## config.mk

```make
export PLATFORM = sky130hd
export DESIGN_NAME = product_quotient_unit
export DESIGN_NICKNAME = d
export VERILOG_FILES = /design/src/design/pqu_pkg.sv /design/src/design/product_quotient_unit.sv
export SDC_FILE = /design/constraint.sdc
export NUM_CORES = 2
export LEC_CHECK = 0
export ABC_AREA = 0
export BUFFER_PORTS_ARGS = -buffer_cell sky130_fd_sc_hd__buf_2
export CAP_MARGIN = 25
export CORE_MARGIN = 3
export CORE_UTILIZATION = 37
export DETAILED_ROUTE_END_ITERATION = 8
export GPL_TIMING_DRIVEN = 0
export PLACE_DENSITY = 0.53
export SYNTH_ARGS = -nofsm -noshare
export SYNTH_HDL_FRONTEND = slang
export SYNTH_SLANG_ARGS = --single-unit
```

## constraint.sdc

```tcl
create_clock -name i_clk -period 13.8 [get_ports i_clk]
set_clock_uncertainty 0.15 [all_clocks]
set_input_delay 2.07 -clock i_clk [delete_from_list [all_inputs] [get_ports i_clk]]
set_output_delay 2.07 -clock i_clk [all_outputs]
set_load 0.05 [all_outputs]
```

## src/design/pqu_pkg.sv

```systemverilog
//////////////////////////////////////////////////////////////////////////////////////////
// Summary of operation
// - The unit runs its own pipeline beside the integer_pipe and never waits on it.
// - The multiplier is one signed 33x17 array: all of operand_a, 16 bits of operand_b.
// - Only operand_b picks one pass (fits in 16 bits) or two passes, with no hint.
// - One-pass multiplies issue every clock; anything right after a two-pass one stalls.
// - The divider is a sequential machine that makes one quotient bit per clock.
// - Early-in skips 23, 15 or 7 iterations for an 8, 16 or 24-bit dividend.
// - While a divide runs, any further request is stalled until its last cycle and must be held outside.
// - Pair-targeted multiplies take latency/repeat 1/1 (short) and 2/2 (long operand_b).
// - The product_to_regfile multiply takes 2/1 (short) and 3/2 (long operand_b).
// - Divides take latency/repeat 12/11, 19/18, 26/25 and 33/32 by dividend width.
// - Results land in the upper/bottom pair; move requests copy either to a register.
// - product_to_regfile writes only the low product half to its destination register.
// - mac_add adds the product to the 64-bit pair and writes the sum back.
// - mac_subtract subtracts the product from the 64-bit pair and writes it back.
//////////////////////////////////////////////////////////////////////////////////////////
package pqu_pkg;
   localparam int          DATA_W   = 32;
   localparam int          SLICE_W  = 16;
   localparam int          IDX_W    = 5;
   localparam int          CNT_W    = 6;
   localparam int          PROD_W   = 50;
   localparam logic [5:0]  SKIP_8   = 6'h17;
   localparam logic [5:0]  SKIP_16  = 6'h0F;
   localparam logic [5:0]  SKIP_24  = 6'h07;
   localparam logic [5:0]  SKIP_32  = 6'h00;
   localparam logic [5:0]  FULL_IT  = 6'h20;
   localparam logic [5:0]  LAT_8    = 6'h0C;
   localparam logic [5:0]  LAT_16   = 6'h13;
   localparam logic [5:0]  LAT_24   = 6'h1A;
   localparam logic [5:0]  LAT_32   = 6'h21;
   localparam logic [5:0]  CNT_ONE  = 6'h01;

   typedef enum logic [3:0] {
      OP_WIDENING_PRODUCT_OP_S   = 4'h0,
      OP_WIDENING_PRODUCT_OP_U   = 4'h1,
      OP_MAC_ADD_S   = 4'h2,
      OP_MAC_ADD_U   = 4'h3,
      OP_MAC_SUBTRACT_S   = 4'h4,
      OP_MAC_SUBTRACT_U   = 4'h5,
      OP_MUL_RF   = 4'h6,
      OP_DIV_S    = 4'h7,
      OP_DIV_U    = 4'h8,
      OP_MOVE_UP  = 4'h9,
      OP_MOVE_BOT = 4'hA
   } op_t;

   typedef enum logic [1:0] {
      DIV_IDLE = 2'h0,
      DIV_ITER = 2'h1,
      DIV_HOLD = 2'h3
   } div_state_t;

   typedef struct packed {
      logic              valid;
      op_t               op;
      logic [DATA_W-1:0] a;
      logic [DATA_W-1:0] b;
      logic [IDX_W-1:0]  dest;
   } mdu_req_t;

   typedef struct packed {
      logic              valid;
      logic [IDX_W-1:0]  dest;
      logic [DATA_W-1:0] data;
   } wb_t;
endpackage

```

## src/design/product_quotient_unit.sv

```systemverilog
`timescale 1ns/1ns
module product_quotient_unit
   import pqu_pkg::*;
(
   input  wire logic              i_clk,
   input  wire logic              i_rst_n,
   input  wire mdu_req_t          i_req,
   output logic                   o_stall,
   output wb_t                    o_wb,
   output logic [DATA_W-1:0]      o_upper,
   output logic [DATA_W-1:0]      o_bottom
);

   //////////////////////////////////////////////////////////////////////////////////////
   // Request decode.
   logic              is_mul_pair;
   logic              is_mul_rf;
   logic              is_mul;
   logic              is_div;
   logic              is_move;
   logic              sgn;
   logic              b_short;
   logic              accept;

   always_comb begin
      is_mul_pair = i_req.op inside {OP_WIDENING_PRODUCT_OP_S, OP_WIDENING_PRODUCT_OP_U, OP_MAC_ADD_S, OP_MAC_ADD_U,
                                     OP_MAC_SUBTRACT_S, OP_MAC_SUBTRACT_U};
      is_mul_rf   = i_req.op == OP_MUL_RF;
      is_mul      = is_mul_pair | is_mul_rf;
      is_div      = i_req.op inside {OP_DIV_S, OP_DIV_U};
      is_move     = i_req.op inside {OP_MOVE_UP, OP_MOVE_BOT};
      sgn         = i_req.op inside {OP_WIDENING_PRODUCT_OP_S, OP_MAC_ADD_S, OP_MAC_SUBTRACT_S, OP_MUL_RF,
                                     OP_DIV_S};
      b_short     = sgn ? (i_req.b[DATA_W-1:SLICE_W] == {SLICE_W{i_req.b[SLICE_W-1]}})
                        : (i_req.b[DATA_W-1:SLICE_W] == '0);
   end

   //////////////////////////////////////////////////////////////////////////////////////
   // Multiplier passes.
   logic                      p2_q, p2_d;
   op_t                       p2_op_q, p2_op_d;
   logic [DATA_W:0]           p2_a_q, p2_a_d;
   logic [SLICE_W:0]          p2_s_q, p2_s_d;
   logic [2*DATA_W-1:0]       p2_part_q, p2_part_d;
   logic [IDX_W-1:0]          p2_dest_q, p2_dest_d;
   logic [DATA_W:0]           m_a;
   logic [SLICE_W:0]          m_s;
   logic signed [PROD_W-1:0]  pp;
   logic [2*DATA_W-1:0]       pp64;
   logic                      fin_v;
   op_t                       fin_op;
   logic [2*DATA_W-1:0]       fin_prod;
   logic [IDX_W-1:0]          fin_dest;

   always_comb begin
      p2_d      = 1'b0;
      p2_op_d   = p2_op_q;
      p2_a_d    = p2_a_q;
      p2_s_d    = p2_s_q;
      p2_part_d = p2_part_q;
      p2_dest_d = p2_dest_q;
      fin_v     = 1'b0;
      fin_op    = i_req.op;
      fin_dest  = i_req.dest;
      if (p2_q) begin
         m_a = p2_a_q;
         m_s = p2_s_q;
      end else begin
         m_a = {sgn & i_req.a[DATA_W-1], i_req.a};
         m_s = {sgn & b_short & i_req.b[SLICE_W-1], i_req.b[SLICE_W-1:0]};
      end
      pp   = $signed(m_a) * $signed(m_s);
      pp64 = {{(2*DATA_W-PROD_W){pp[PROD_W-1]}}, pp};
      fin_prod = pp64;
      if (p2_q) begin
         fin_v    = 1'b1;
         fin_op   = p2_op_q;
         fin_dest = p2_dest_q;
         fin_prod = p2_part_q + {pp64[2*DATA_W-SLICE_W-1:0], {SLICE_W{1'b0}}};
      end else if (accept & is_mul) begin
         if (b_short) begin
            fin_v = 1'b1;
         end else begin
            p2_d      = 1'b1;
            p2_op_d   = i_req.op;
            p2_a_d    = m_a;
            p2_s_d    = {sgn & i_req.b[DATA_W-1], i_req.b[DATA_W-1:SLICE_W]};
            p2_part_d = pp64;
            p2_dest_d = i_req.dest;
         end
      end
   end

   always_ff @(posedge i_clk) begin
      if (!i_rst_n) begin
         p2_q      <= 1'b0;
         p2_op_q   <= OP_WIDENING_PRODUCT_OP_S;
         p2_a_q    <= '0;
         p2_s_q    <= '0;
         p2_part_q <= '0;
         p2_dest_q <= '0;
      end else begin
         p2_q      <= p2_d;
         p2_op_q   <= p2_op_d;
         p2_a_q    <= p2_a_d;
         p2_s_q    <= p2_s_d;
         p2_part_q <= p2_part_d;
         p2_dest_q <= p2_dest_d;
      end
   end

   //////////////////////////////////////////////////////////////////////////////////////
   // Divider.
   div_state_t         dst_q, dst_d;
   logic [CNT_W-1:0]   cnt_q, cnt_d;
   logic [CNT_W-1:0]   it_q, it_d;
   logic [DATA_W:0]    rem_q, rem_d;
   logic [DATA_W-1:0]  quo_q, quo_d;
   logic [DATA_W-1:0]  dvs_q, dvs_d;
   logic               qneg_q, qneg_d;
   logic               rneg_q, rneg_d;
   logic [DATA_W:0]    shl;
   logic               ge;
   logic [DATA_W:0]    rem_s;
   logic [DATA_W-1:0]  quo_s;
   logic [DATA_W-1:0]  mag_a;
   logic [DATA_W-1:0]  mag_b;
   logic [CNT_W-1:0]   skip;
   logic [CNT_W-1:0]   lat;
   logic               div_fin;
   logic [DATA_W-1:0]  div_q;
   logic [DATA_W-1:0]  div_r;

   always_comb begin
      dst_d  = dst_q;
      cnt_d  = cnt_q;
      it_d   = it_q;
      rem_d  = rem_q;
      quo_d  = quo_q;
      dvs_d  = dvs_q;
      qneg_d = qneg_q;
      rneg_d = rneg_q;
      shl    = {rem_q[DATA_W-1:0], quo_q[DATA_W-1]};
      ge     = shl >= {1'b0, dvs_q};
      rem_s  = ge ? shl - {1'b0, dvs_q} : shl;
      quo_s  = {quo_q[DATA_W-2:0], ge};
      if (dst_q == DIV_ITER) begin
         rem_d = rem_s;
         quo_d = quo_s;
         it_d  = it_q - CNT_ONE;
         if (it_q == CNT_ONE) begin
            dst_d = DIV_HOLD;
         end
      end
      div_fin = (dst_q != DIV_IDLE) && (cnt_q == CNT_ONE);
      div_q   = qneg_q ? DATA_W'(~quo_d + 1'b1) : quo_d;
      div_r   = rneg_q ? DATA_W'(~rem_d[DATA_W-1:0] + 1'b1) : rem_d[DATA_W-1:0];
      if (dst_q != DIV_IDLE) begin
         cnt_d = cnt_q - CNT_ONE;
         if (div_fin) begin
            dst_d = DIV_IDLE;
         end
      end
      mag_a = (sgn & i_req.a[DATA_W-1]) ? DATA_W'(~i_req.a + 1'b1) : i_req.a;
      mag_b = (sgn & i_req.b[DATA_W-1]) ? DATA_W'(~i_req.b + 1'b1) : i_req.b;
      if (sgn ? (i_req.a[DATA_W-1:7] == {25{i_req.a[DATA_W-1]}})
              : (i_req.a[DATA_W-1:8] == '0)) begin
         skip = SKIP_8;
         lat  = LAT_8;
      end else if (sgn ? (i_req.a[DATA_W-1:15] == {17{i_req.a[DATA_W-1]}})
                       : (i_req.a[DATA_W-1:16] == '0)) begin
         skip = SKIP_16;
         lat  = LAT_16;
      end else if (sgn ? (i_req.a[DATA_W-1:23] == {9{i_req.a[DATA_W-1]}})
                       : (i_req.a[DATA_W-1:24] == '0)) begin
         skip = SKIP_24;
         lat  = LAT_24;
      end else begin
         skip = SKIP_32;
         lat  = LAT_32;
      end
      if (accept & is_div) begin
         dst_d  = DIV_ITER;
         cnt_d  = lat - CNT_ONE;
         it_d   = FULL_IT - skip;
         rem_d  = '0;
         quo_d  = mag_a << skip;
         dvs_d  = mag_b;
         qneg_d = sgn & (i_req.a[DATA_W-1] ^ i_req.b[DATA_W-1]);
         rneg_d = sgn & i_req.a[DATA_W-1];
      end
   end

   always_ff @(posedge i_clk) begin
      if (!i_rst_n) begin
         dst_q  <= DIV_IDLE;
         cnt_q  <= '0;
         it_q   <= '0;
         rem_q  <= '0;
         quo_q  <= '0;
         dvs_q  <= '0;
         qneg_q <= 1'b0;
         rneg_q <= 1'b0;
      end else begin
         dst_q  <= dst_d;
         cnt_q  <= cnt_d;
         it_q   <= it_d;
         rem_q  <= rem_d;
         quo_q  <= quo_d;
         dvs_q  <= dvs_d;
         qneg_q <= qneg_d;
         rneg_q <= rneg_d;
      end
   end

   //////////////////////////////////////////////////////////////////////////////////////
   // Issue control. Nothing from the integer_pipe holds this unit back.
   logic mrf_v_q;

   always_comb begin
      o_stall = i_req.valid & (p2_q
              | ((dst_q != DIV_IDLE) & (cnt_q > CNT_ONE))
              | (is_move & mrf_v_q));
      accept  = i_req.valid & ~o_stall;
   end

   //////////////////////////////////////////////////////////////////////////////////////
   // Result pair and register file write-back.
   logic [2*DATA_W-1:0] pair_q, pair_d;
   logic [2*DATA_W-1:0] pair_cur;
   logic                mrf_v_d;
   logic [IDX_W-1:0]    mrf_dest_q, mrf_dest_d;
   logic [DATA_W-1:0]   mrf_data_q, mrf_data_d;
   wb_t                 wb_q, wb_d;

   always_comb begin
      pair_cur   = div_fin ? {div_r, div_q} : pair_q;
      pair_d     = pair_cur;
      mrf_v_d    = 1'b0;
      mrf_dest_d = mrf_dest_q;
      mrf_data_d = mrf_data_q;
      if (fin_v) begin
         unique case (fin_op)
            OP_WIDENING_PRODUCT_OP_S, OP_WIDENING_PRODUCT_OP_U: pair_d = fin_prod;
            OP_MAC_ADD_S, OP_MAC_ADD_U: pair_d = pair_cur + fin_prod;
            OP_MAC_SUBTRACT_S, OP_MAC_SUBTRACT_U: pair_d = pair_cur - fin_prod;
            default: begin
               mrf_v_d    = 1'b1;
               mrf_dest_d = fin_dest;
               mrf_data_d = fin_prod[DATA_W-1:0];
            end
         endcase
      end
      wb_d = '0;
      if (mrf_v_q) begin
         wb_d = '{valid: 1'b1, dest: mrf_dest_q, data: mrf_data_q};
      end else if (accept & is_move) begin
         wb_d.valid = 1'b1;
         wb_d.dest  = i_req.dest;
         wb_d.data  = (i_req.op == OP_MOVE_UP) ? pair_d[2*DATA_W-1:DATA_W]
                                               : pair_d[DATA_W-1:0];
      end
   end

   always_ff @(posedge i_clk) begin
      if (!i_rst_n) begin
         pair_q     <= '0;
         mrf_v_q    <= 1'b0;
         mrf_dest_q <= '0;
         mrf_data_q <= '0;
         wb_q       <= '0;
      end else begin
         pair_q     <= pair_d;
         mrf_v_q    <= mrf_v_d;
         mrf_dest_q <= mrf_dest_d;
         mrf_data_q <= mrf_data_d;
         wb_q       <= wb_d;
      end
   end

   assign o_wb     = wb_q;
   assign o_upper  = pair_q[2*DATA_W-1:DATA_W];
   assign o_bottom = pair_q[DATA_W-1:0];

endmodule // product_quotient_unit

```

After elaboration in Yosys (flattened, before gate mapping)
Index checks and enable logic that the tools add are counted.

Reductions and logical operators: 23. Multiplexer cells: 43. Shifts and indexed selects: 1. $mul: 1. Equality and inequality tests: 22. Bitwise operators: 26. Order comparisons: 2. Divide/modulo/power cells: 0. Add/subtract/negate cells: 12.

Operators with widths (count): 32-bit 2-to-1 mux (9); 64-bit 2-to-1 mux (3); 64-bit one-hot mux with 3 select lines (1); 32-bit by 1-bit adder with 32-bit output, second input constant (4); 64-bit adder (2); 32-bit NOT (4); 38-bit 2-to-1 mux (2); 64-bit subtractor (1); 33-bit by 17-bit multiplier with 50-bit output (1); 6-bit 2-to-1 mux (7); 33-bit by 32-bit >= comparator with 1-bit output (1); 33-bit 2-to-1 mux (1); 16-bit == test (2); 16-bit logical NOT (2); 32-bit by 6-bit << shifter with 32-bit output (1); 32-bit subtractor (1); 24-bit == test (1); 4-bit by 3-bit == test with 1-bit output, second input constant (6); 24-bit logical NOT (1); 6-bit by 1-bit subtractor with 6-bit output, second input constant (3); 17-bit 2-to-1 mux (1); 4-bit by 2-bit == test with 1-bit output, second input constant (4); 1-bit bitwise AND (12); 4-bit == test, second input constant (3); 25 further kinds (57).

Latch bits: 0. Memories kept: 0. Bits in writable memories: 0. Input bits: 76. Logic and storage cells: 152. Output and inout bits: 103. Flip-flop bits (word level): 362. ROM bits: 0.

Longest topological paths before layout
Depth after elaboration: 15. Depth in mapped cells: 68.

Worst setup path after synthesis
No wires, ideal clock.

Path type: flip-flop to flip-flop. Start: register p2_q. End: register wb_q (netlist bit o_wb[31]). Path buffers: 14. Slack: -1.112 ns. Setup time: 0.119 ns. Data arrival time: 14.643 ns. Cell stages (with the launch flop): 65. Required time: 13.531 ns. Clock period less this slack: 14.912 ns. Cells stage by stage: dfxtp_1 buf_4 buf_2 buf_2 buf_2 buf_2 buf_2 buf_1 buf_1 clkbuf_1 buf_2 buf_1 buf_1 mux2_2 nand2_1 fa_1 inv_1 fa_1 [... 29 more ...] xor2_1 ha_1 a21o_1 a21o_1 a21o_1 a21o_1 a21oi_1 nor2b_1 o21ai_0 nand2b_1 nor3_1 o2bb2ai_1 nand3_1 a211o_1 and3_1 mux2i_1 o31ai_1 nand2_1.

RTL lines: start, declared (RTL line product_quotient_unit.sv:40) `logic p2_q, p2_d;`; start signal, assigned (RTL line product_quotient_unit.sv:103) `p2_q <= p2_d;`; 33-bit 2-to-1 mux / 17-bit 2-to-1 mux (equally long branches) (RTL line product_quotient_unit.sv:65) `if (p2_q) begin`; 33-bit by 17-bit multiplier with 50-bit output (*) (RTL line product_quotient_unit.sv:72) `pp = $signed(m_a) * $signed(m_s);`; net pp[19] (RTL line product_quotient_unit.sv:48) `logic signed [PROD_W-1:0] pp;`; 64-bit adder (RTL line product_quotient_unit.sv:79) `fin_prod = p2_part_q + {pp64[2*DATA_W-SLICE_W-1:0], {SLICE_W{1'b0}}};`; 64-bit 2-to-1 mux (*) (RTL line product_quotient_unit.sv:75) `if (p2_q) begin`; 64-bit subtractor / 64-bit adder (equally long branches) (RTL line product_quotient_unit.sv:246, product_quotient_unit.sv:245); 64-bit one-hot mux with 3 select lines (*) (RTL line product_quotient_unit.sv:243) `unique case (fin_op)`; 64-bit 2-to-1 mux (*) (RTL line product_quotient_unit.sv:242) `if (fin_v) begin`; 32-bit 2-to-1 mux (*) (RTL line product_quotient_unit.sv:260) `wb_d.data = (i_req.op == OP_MOVE_UP) ? pair_d[2*DATA_W-1:DATA_W]`; 38-bit 2-to-1 mux (*) (RTL line product_quotient_unit.sv:257) `end else if (accept & is_move) begin`; 38-bit 2-to-1 mux (*) (RTL line product_quotient_unit.sv:255) `if (mrf_v_q) begin`; end signal, assigned (RTL line product_quotient_unit.sv:277) `wb_q <= wb_d;`; end, declared (RTL line product_quotient_unit.sv:234) `wb_t wb_q, wb_d;`.

Mark *: on every way through the listed nets, which the timed path passes. The rest lies on a longest branch. A chain may end at the register's enable or synchronous reset.

Worst setup path after layout
Start: input port i_req[20] (netlist name). End: register pair_q[63].

Longest elaborated chain between the ends: 11.

RTL lines: start, declared (RTL line product_quotient_unit.sv:7) `input wire mdu_req_t i_req,`; 16-bit == test (RTL line product_quotient_unit.sv:34) `b_short = sgn ? (i_req.b[DATA_W-1:SLICE_W] == {SLICE_W{i_req.b[SLICE_W-1]}})`; 1-bit 2-to-1 mux (RTL line product_quotient_unit.sv:34); 1-bit bitwise AND (2 in series) (RTL line product_quotient_unit.sv:70) `m_s = {sgn & b_short & i_req.b[SLICE_W-1], i_req.b[SLICE_W-1:0]};`; 17-bit 2-to-1 mux (*) (RTL line product_quotient_unit.sv:65); 33-bit by 17-bit multiplier with 50-bit output (*) (RTL line product_quotient_unit.sv:72); net pp[18] (RTL line product_quotient_unit.sv:48); 64-bit adder (RTL line product_quotient_unit.sv:79); 64-bit 2-to-1 mux (*) (RTL line product_quotient_unit.sv:75); 64-bit subtractor / 64-bit adder (equally long branches) (RTL line product_quotient_unit.sv:246, product_quotient_unit.sv:245); 64-bit one-hot mux with 3 select lines (*) (RTL line product_quotient_unit.sv:243); 64-bit 2-to-1 mux (*) (RTL line product_quotient_unit.sv:242); end signal, assigned (RTL line product_quotient_unit.sv:273) `pair_q <= pair_d;`; end, declared (RTL line product_quotient_unit.sv:229) `logic [2*DATA_W-1:0] pair_q, pair_d;`.

Marks and branches as above.

==> flow_metrics.tcl <==
set metrics [dict create \
    max_slew_margin 0.256 \
    grt_pass1_vias 47800 \
    grt_usage 0.333 \
    start_util 0.375 \
    cts_tree "yes" \
    fin_area_mm2 0.0582 \
    die_w_um 370 \
    slowest_stage "fa_2" \
    postRouteAntennaNets 0 \
    place.port_buffers 163 \
    grt_max_degree 17 \
    fillers 13400 \
    cpPeakStageDelay_ns 0.66 \
    hold_class "register to register" \
    wire_per_inst_um 27.4 \
    cts_root_buffer "clkbuf_16" \
    detail_route.first_pass.iterations 9 \
    grt_overflow 0 \
    vias 49000 \
    worst-path-buf-inv 7 \
    drt_iter0_drc 5030 \
    synth_fp_nets 7181 \
    yosys_warnings 0 \
    cts_buffers 44 \
    crit_type "input port to register" \
    worstPathRequired_ns 14.21 \
    synth_cells 6294 \
    core_area_mm2 0.130 \
    ys_types 107 \
    arrival_ns 14.84 \
    fmax_mhz 69.3 \
    clk_latency_ns 0.63 \
    grt_first_pass_wirelength_um 335000 \
    antenna_found_initial 25 \
    rsz0062_at_grt "true" \
    detailed_place.area_mm2 0.0523 \
    setup_viol 8 \
    setup_slack_ns -0.632 \
    period_needed_ns 14.43 \
    viasPerCell 5.79 \
    ys_seq_elements 361 \
    dieHeight_um 370 \
    ios 179 \
    finalMaxSlewViolations 0 \
    num_rows 132 \
    syn_avg_cell_area_um2 7.78 \
    start_kind "input port" \
    async_flop_share 0 \
    synth-main-ff-cell "dfxtp_1" \
    rrSetupSlack_ns -0.51 \
    post-route-period-util 1.05 \
    clkTransAtPathRegs_ns 0.07 \
    drive_above_1_share 0.140 \
    yosysSeqAreaShare 0.148 \
    nets 7572 \
    multi_input_area_mm2 0.0400 \
    critPathMaxFanout 7 \
    place_congestion 1.03 \
    area.sequential_mm2 0.00723 \
    status "finished, violations left" \
    synth-edff-count 0 \
    cts_max_level 2 \
    syn_to_final_growth_pct 18.8 \
    netlist_area_mm2 0.0490 \
    worstMarginPinSlew_ns 1.08 \
    dieArea_mm2 0.137 \
    ctsLongestPathBuffers 3 \
    endpoint_kind "register" \
    wirelength_um 232000 \
    drv_cap 0 \
    dpl.hpwl_um 192000 \
    crit_family "adder cells" \
    hold_viol 0 \
    cts_sinks 361 \
    violations "negative setup slack" \
    drc 0 \
]
[metal layers]
layer  part of all wire  track usage  up-vias  wire length (um)
li1                   -            -    22000                 -
met1               0.42        0.451    24400             97600
met2               0.43        0.517     2227            101000
met3              0.077       0.0399      447             17800
met4              0.069        0.182        8             16100
met5            0.00018            0        -                41
[area by class of cell]
| cell class | count | share of cell area |
|---|---|---|
| Antenna cell | 12 | 0.000516 |
| Timing Repair Buffer | 368 | 0.0458 |
| Inverter | 681 | 0.0441 |
| Clock inverter | 22 | 0.00626 |
| Buffer | 323 | 0.0328 |
| Tap cell | 1742 | 0.0375 |
| Clock buffer | 57 | 0.0212 |
| Sequential cell | 361 | 0.124 |
| Multi-Input combinational cell | 4906 | 0.688 |
[cell families (layout without fill, tap and decap cells)]
| group | count (synthesis) | after routing | share of synthesized area |
|---|---|---|---|
| AND/OR/NAND/NOR | 2165 | 2165 | 0.195 |
| AO/OA/AOI/OAI | 1432 | 1432 | 0.193 |
| buffers and inverters | 1027 | 1451 | 0.0795 |
| adder cells (fa/ha/maj) | 811 | 811 | 0.290 |
| flip-flops | 361 | 361 | 0.148 |
| XOR/XNOR | 337 | 337 | 0.0603 |
| multiplexers | 161 | 161 | 0.0345 |
| other | 0 | 12 | 0 |
[placed cells by master, fill, tap and decap left out, types with 203 or more instances in the layout]
cell	netlist	layout
a21oi_1	400	364
clkbuf_1	294	210
dfxtp_1	361	361
fa_1	539	522
ha_1	272	235
inv_1	680	671
nand2_1	834	826
nor2_1	741	733
o21ai_0	272	253
xnor2_1	221	203
[state kept, by name, summed over array words and instances, names as in the netlist]
register / cells
cnt_q: 6
qneg_q: 1
p2_part_q: 50
mrf_data_q: 32
quo_q: 32
pair_q: 64
it_q: 6
mrf_dest_q: 5
p2_s_q: 17
o_wb: 38
dvs_q: 32
p2_q: 1
dst_q: 2
p2_a_q: 33
p2_dest_q: 5
mrf_v_q: 1
rem_q: 32
p2_op_q: 3
rneg_q: 1
[worst reg2reg max path, delay by kind of cell (launching register included)]
family	cells	cell delay [ns]
mux	1	0.30
fa+ha+maj	9	3.92
flops	1	0.32
compound gates	17	3.10
buf+inv	15	2.32
xor+xnor	2	0.46
simple gates	19	3.70
[path summary, 6_finish.rpt]
path                            startpoint          to  cells after the start
worst max-delay path             i_req[20]  pair_q[63]                     57
worst min-delay path             dvs_q[30]   dvs_q[30]                      2
worst max register to register        p2_q  pair_q[63]                     63
worst min register to register   dvs_q[30]   dvs_q[30]                      2
[Yosys cell counts, types with 10 or more instances]
master / count / area share
nand2_1: 834 / 0.064
nor2_1: 741 / 0.057
inv_1: 680 / 0.052
fa_1: 539 / 0.22
a21oi_1: 400 / 0.041
dfxtp_1: 361 / 0.15
clkbuf_1: 294 / 0.023
ha_1: 272 / 0.070
o21ai_0: 272 / 0.028
xnor2_1: 221 / 0.040
a211oi_1: 131 / 0.020
xor2_1: 116 / 0.021
mux2i_1: 111 / 0.023
a21o_1: 109 / 0.017
nor3_1: 96 / 0.0098
nand3_1: 92 / 0.0094
and2_1: 66 / 0.0084
nand4_1: 54 / 0.0069
o21a_1: 54 / 0.0083
nand2b_1: 51 / 0.0065
mux2_2: 48 / 0.011
and3_1: 42 / 0.0054
a31oi_1: 37 / 0.0047
nor2b_1: 34 / 0.0043
or3_1: 33 / 0.0042
o221ai_1: 32 / 0.0057
o211ai_1: 31 / 0.0048
buf_1: 30 / 0.0023
a221oi_1: 29 / 0.0052
o21bai_1: 27 / 0.0041
nor4_1: 26 / 0.0033
or2_2: 26 / 0.0033
o31ai_1: 25 / 0.0038
o22ai_1: 24 / 0.0031
a22oi_1: 23 / 0.0035
o21ai_1: 21 / 0.0021
buf_2: 20 / 0.0020
a221o_1: 19 / 0.0039
a211o_1: 14 / 0.0025
a21boi_0: 14 / 0.0021
a2111oi_0: 13 / 0.0023
a311oi_1: 13 / 0.0023
nand3b_1: 10 / 0.0015
o2111ai_1: 10 / 0.0018
[timing repair]
item                                    4_1_cts  5_1_grt
endpoints found under the setup margin       74       27
pin swaps                                    95       83
hold buffers                                  0        0
cloned                                        2        2
buffers inserted                            134       35
resized for setup                           530      105
[per-stage QoR]
stage / cells / worst slack [ns] / util / hold WS, ns / TNS [ns]
3_3_place_gp: 8199 / -4.68 / 0.399 / 0.289 / -176.10
5_1_grt: 8464 / -0.948 / 0.446 / 0.321 / -5.27
4_1_cts: 8428 / -0.482 / 0.440 / 0.300 / -1.51
2_1_floorplan: 6294 / 0.00358 / - / 0.266 / 0
6_report: 8472 / -0.632 / 0.446 / 0.305 / -1.90
3_5_place_dp: 8234 / -4.75 / 0.401 / 0.290 / -167.59
Power is not shown: default switching activity piles up to over one toggle a cycle in this logic, so the estimate is an artifact.
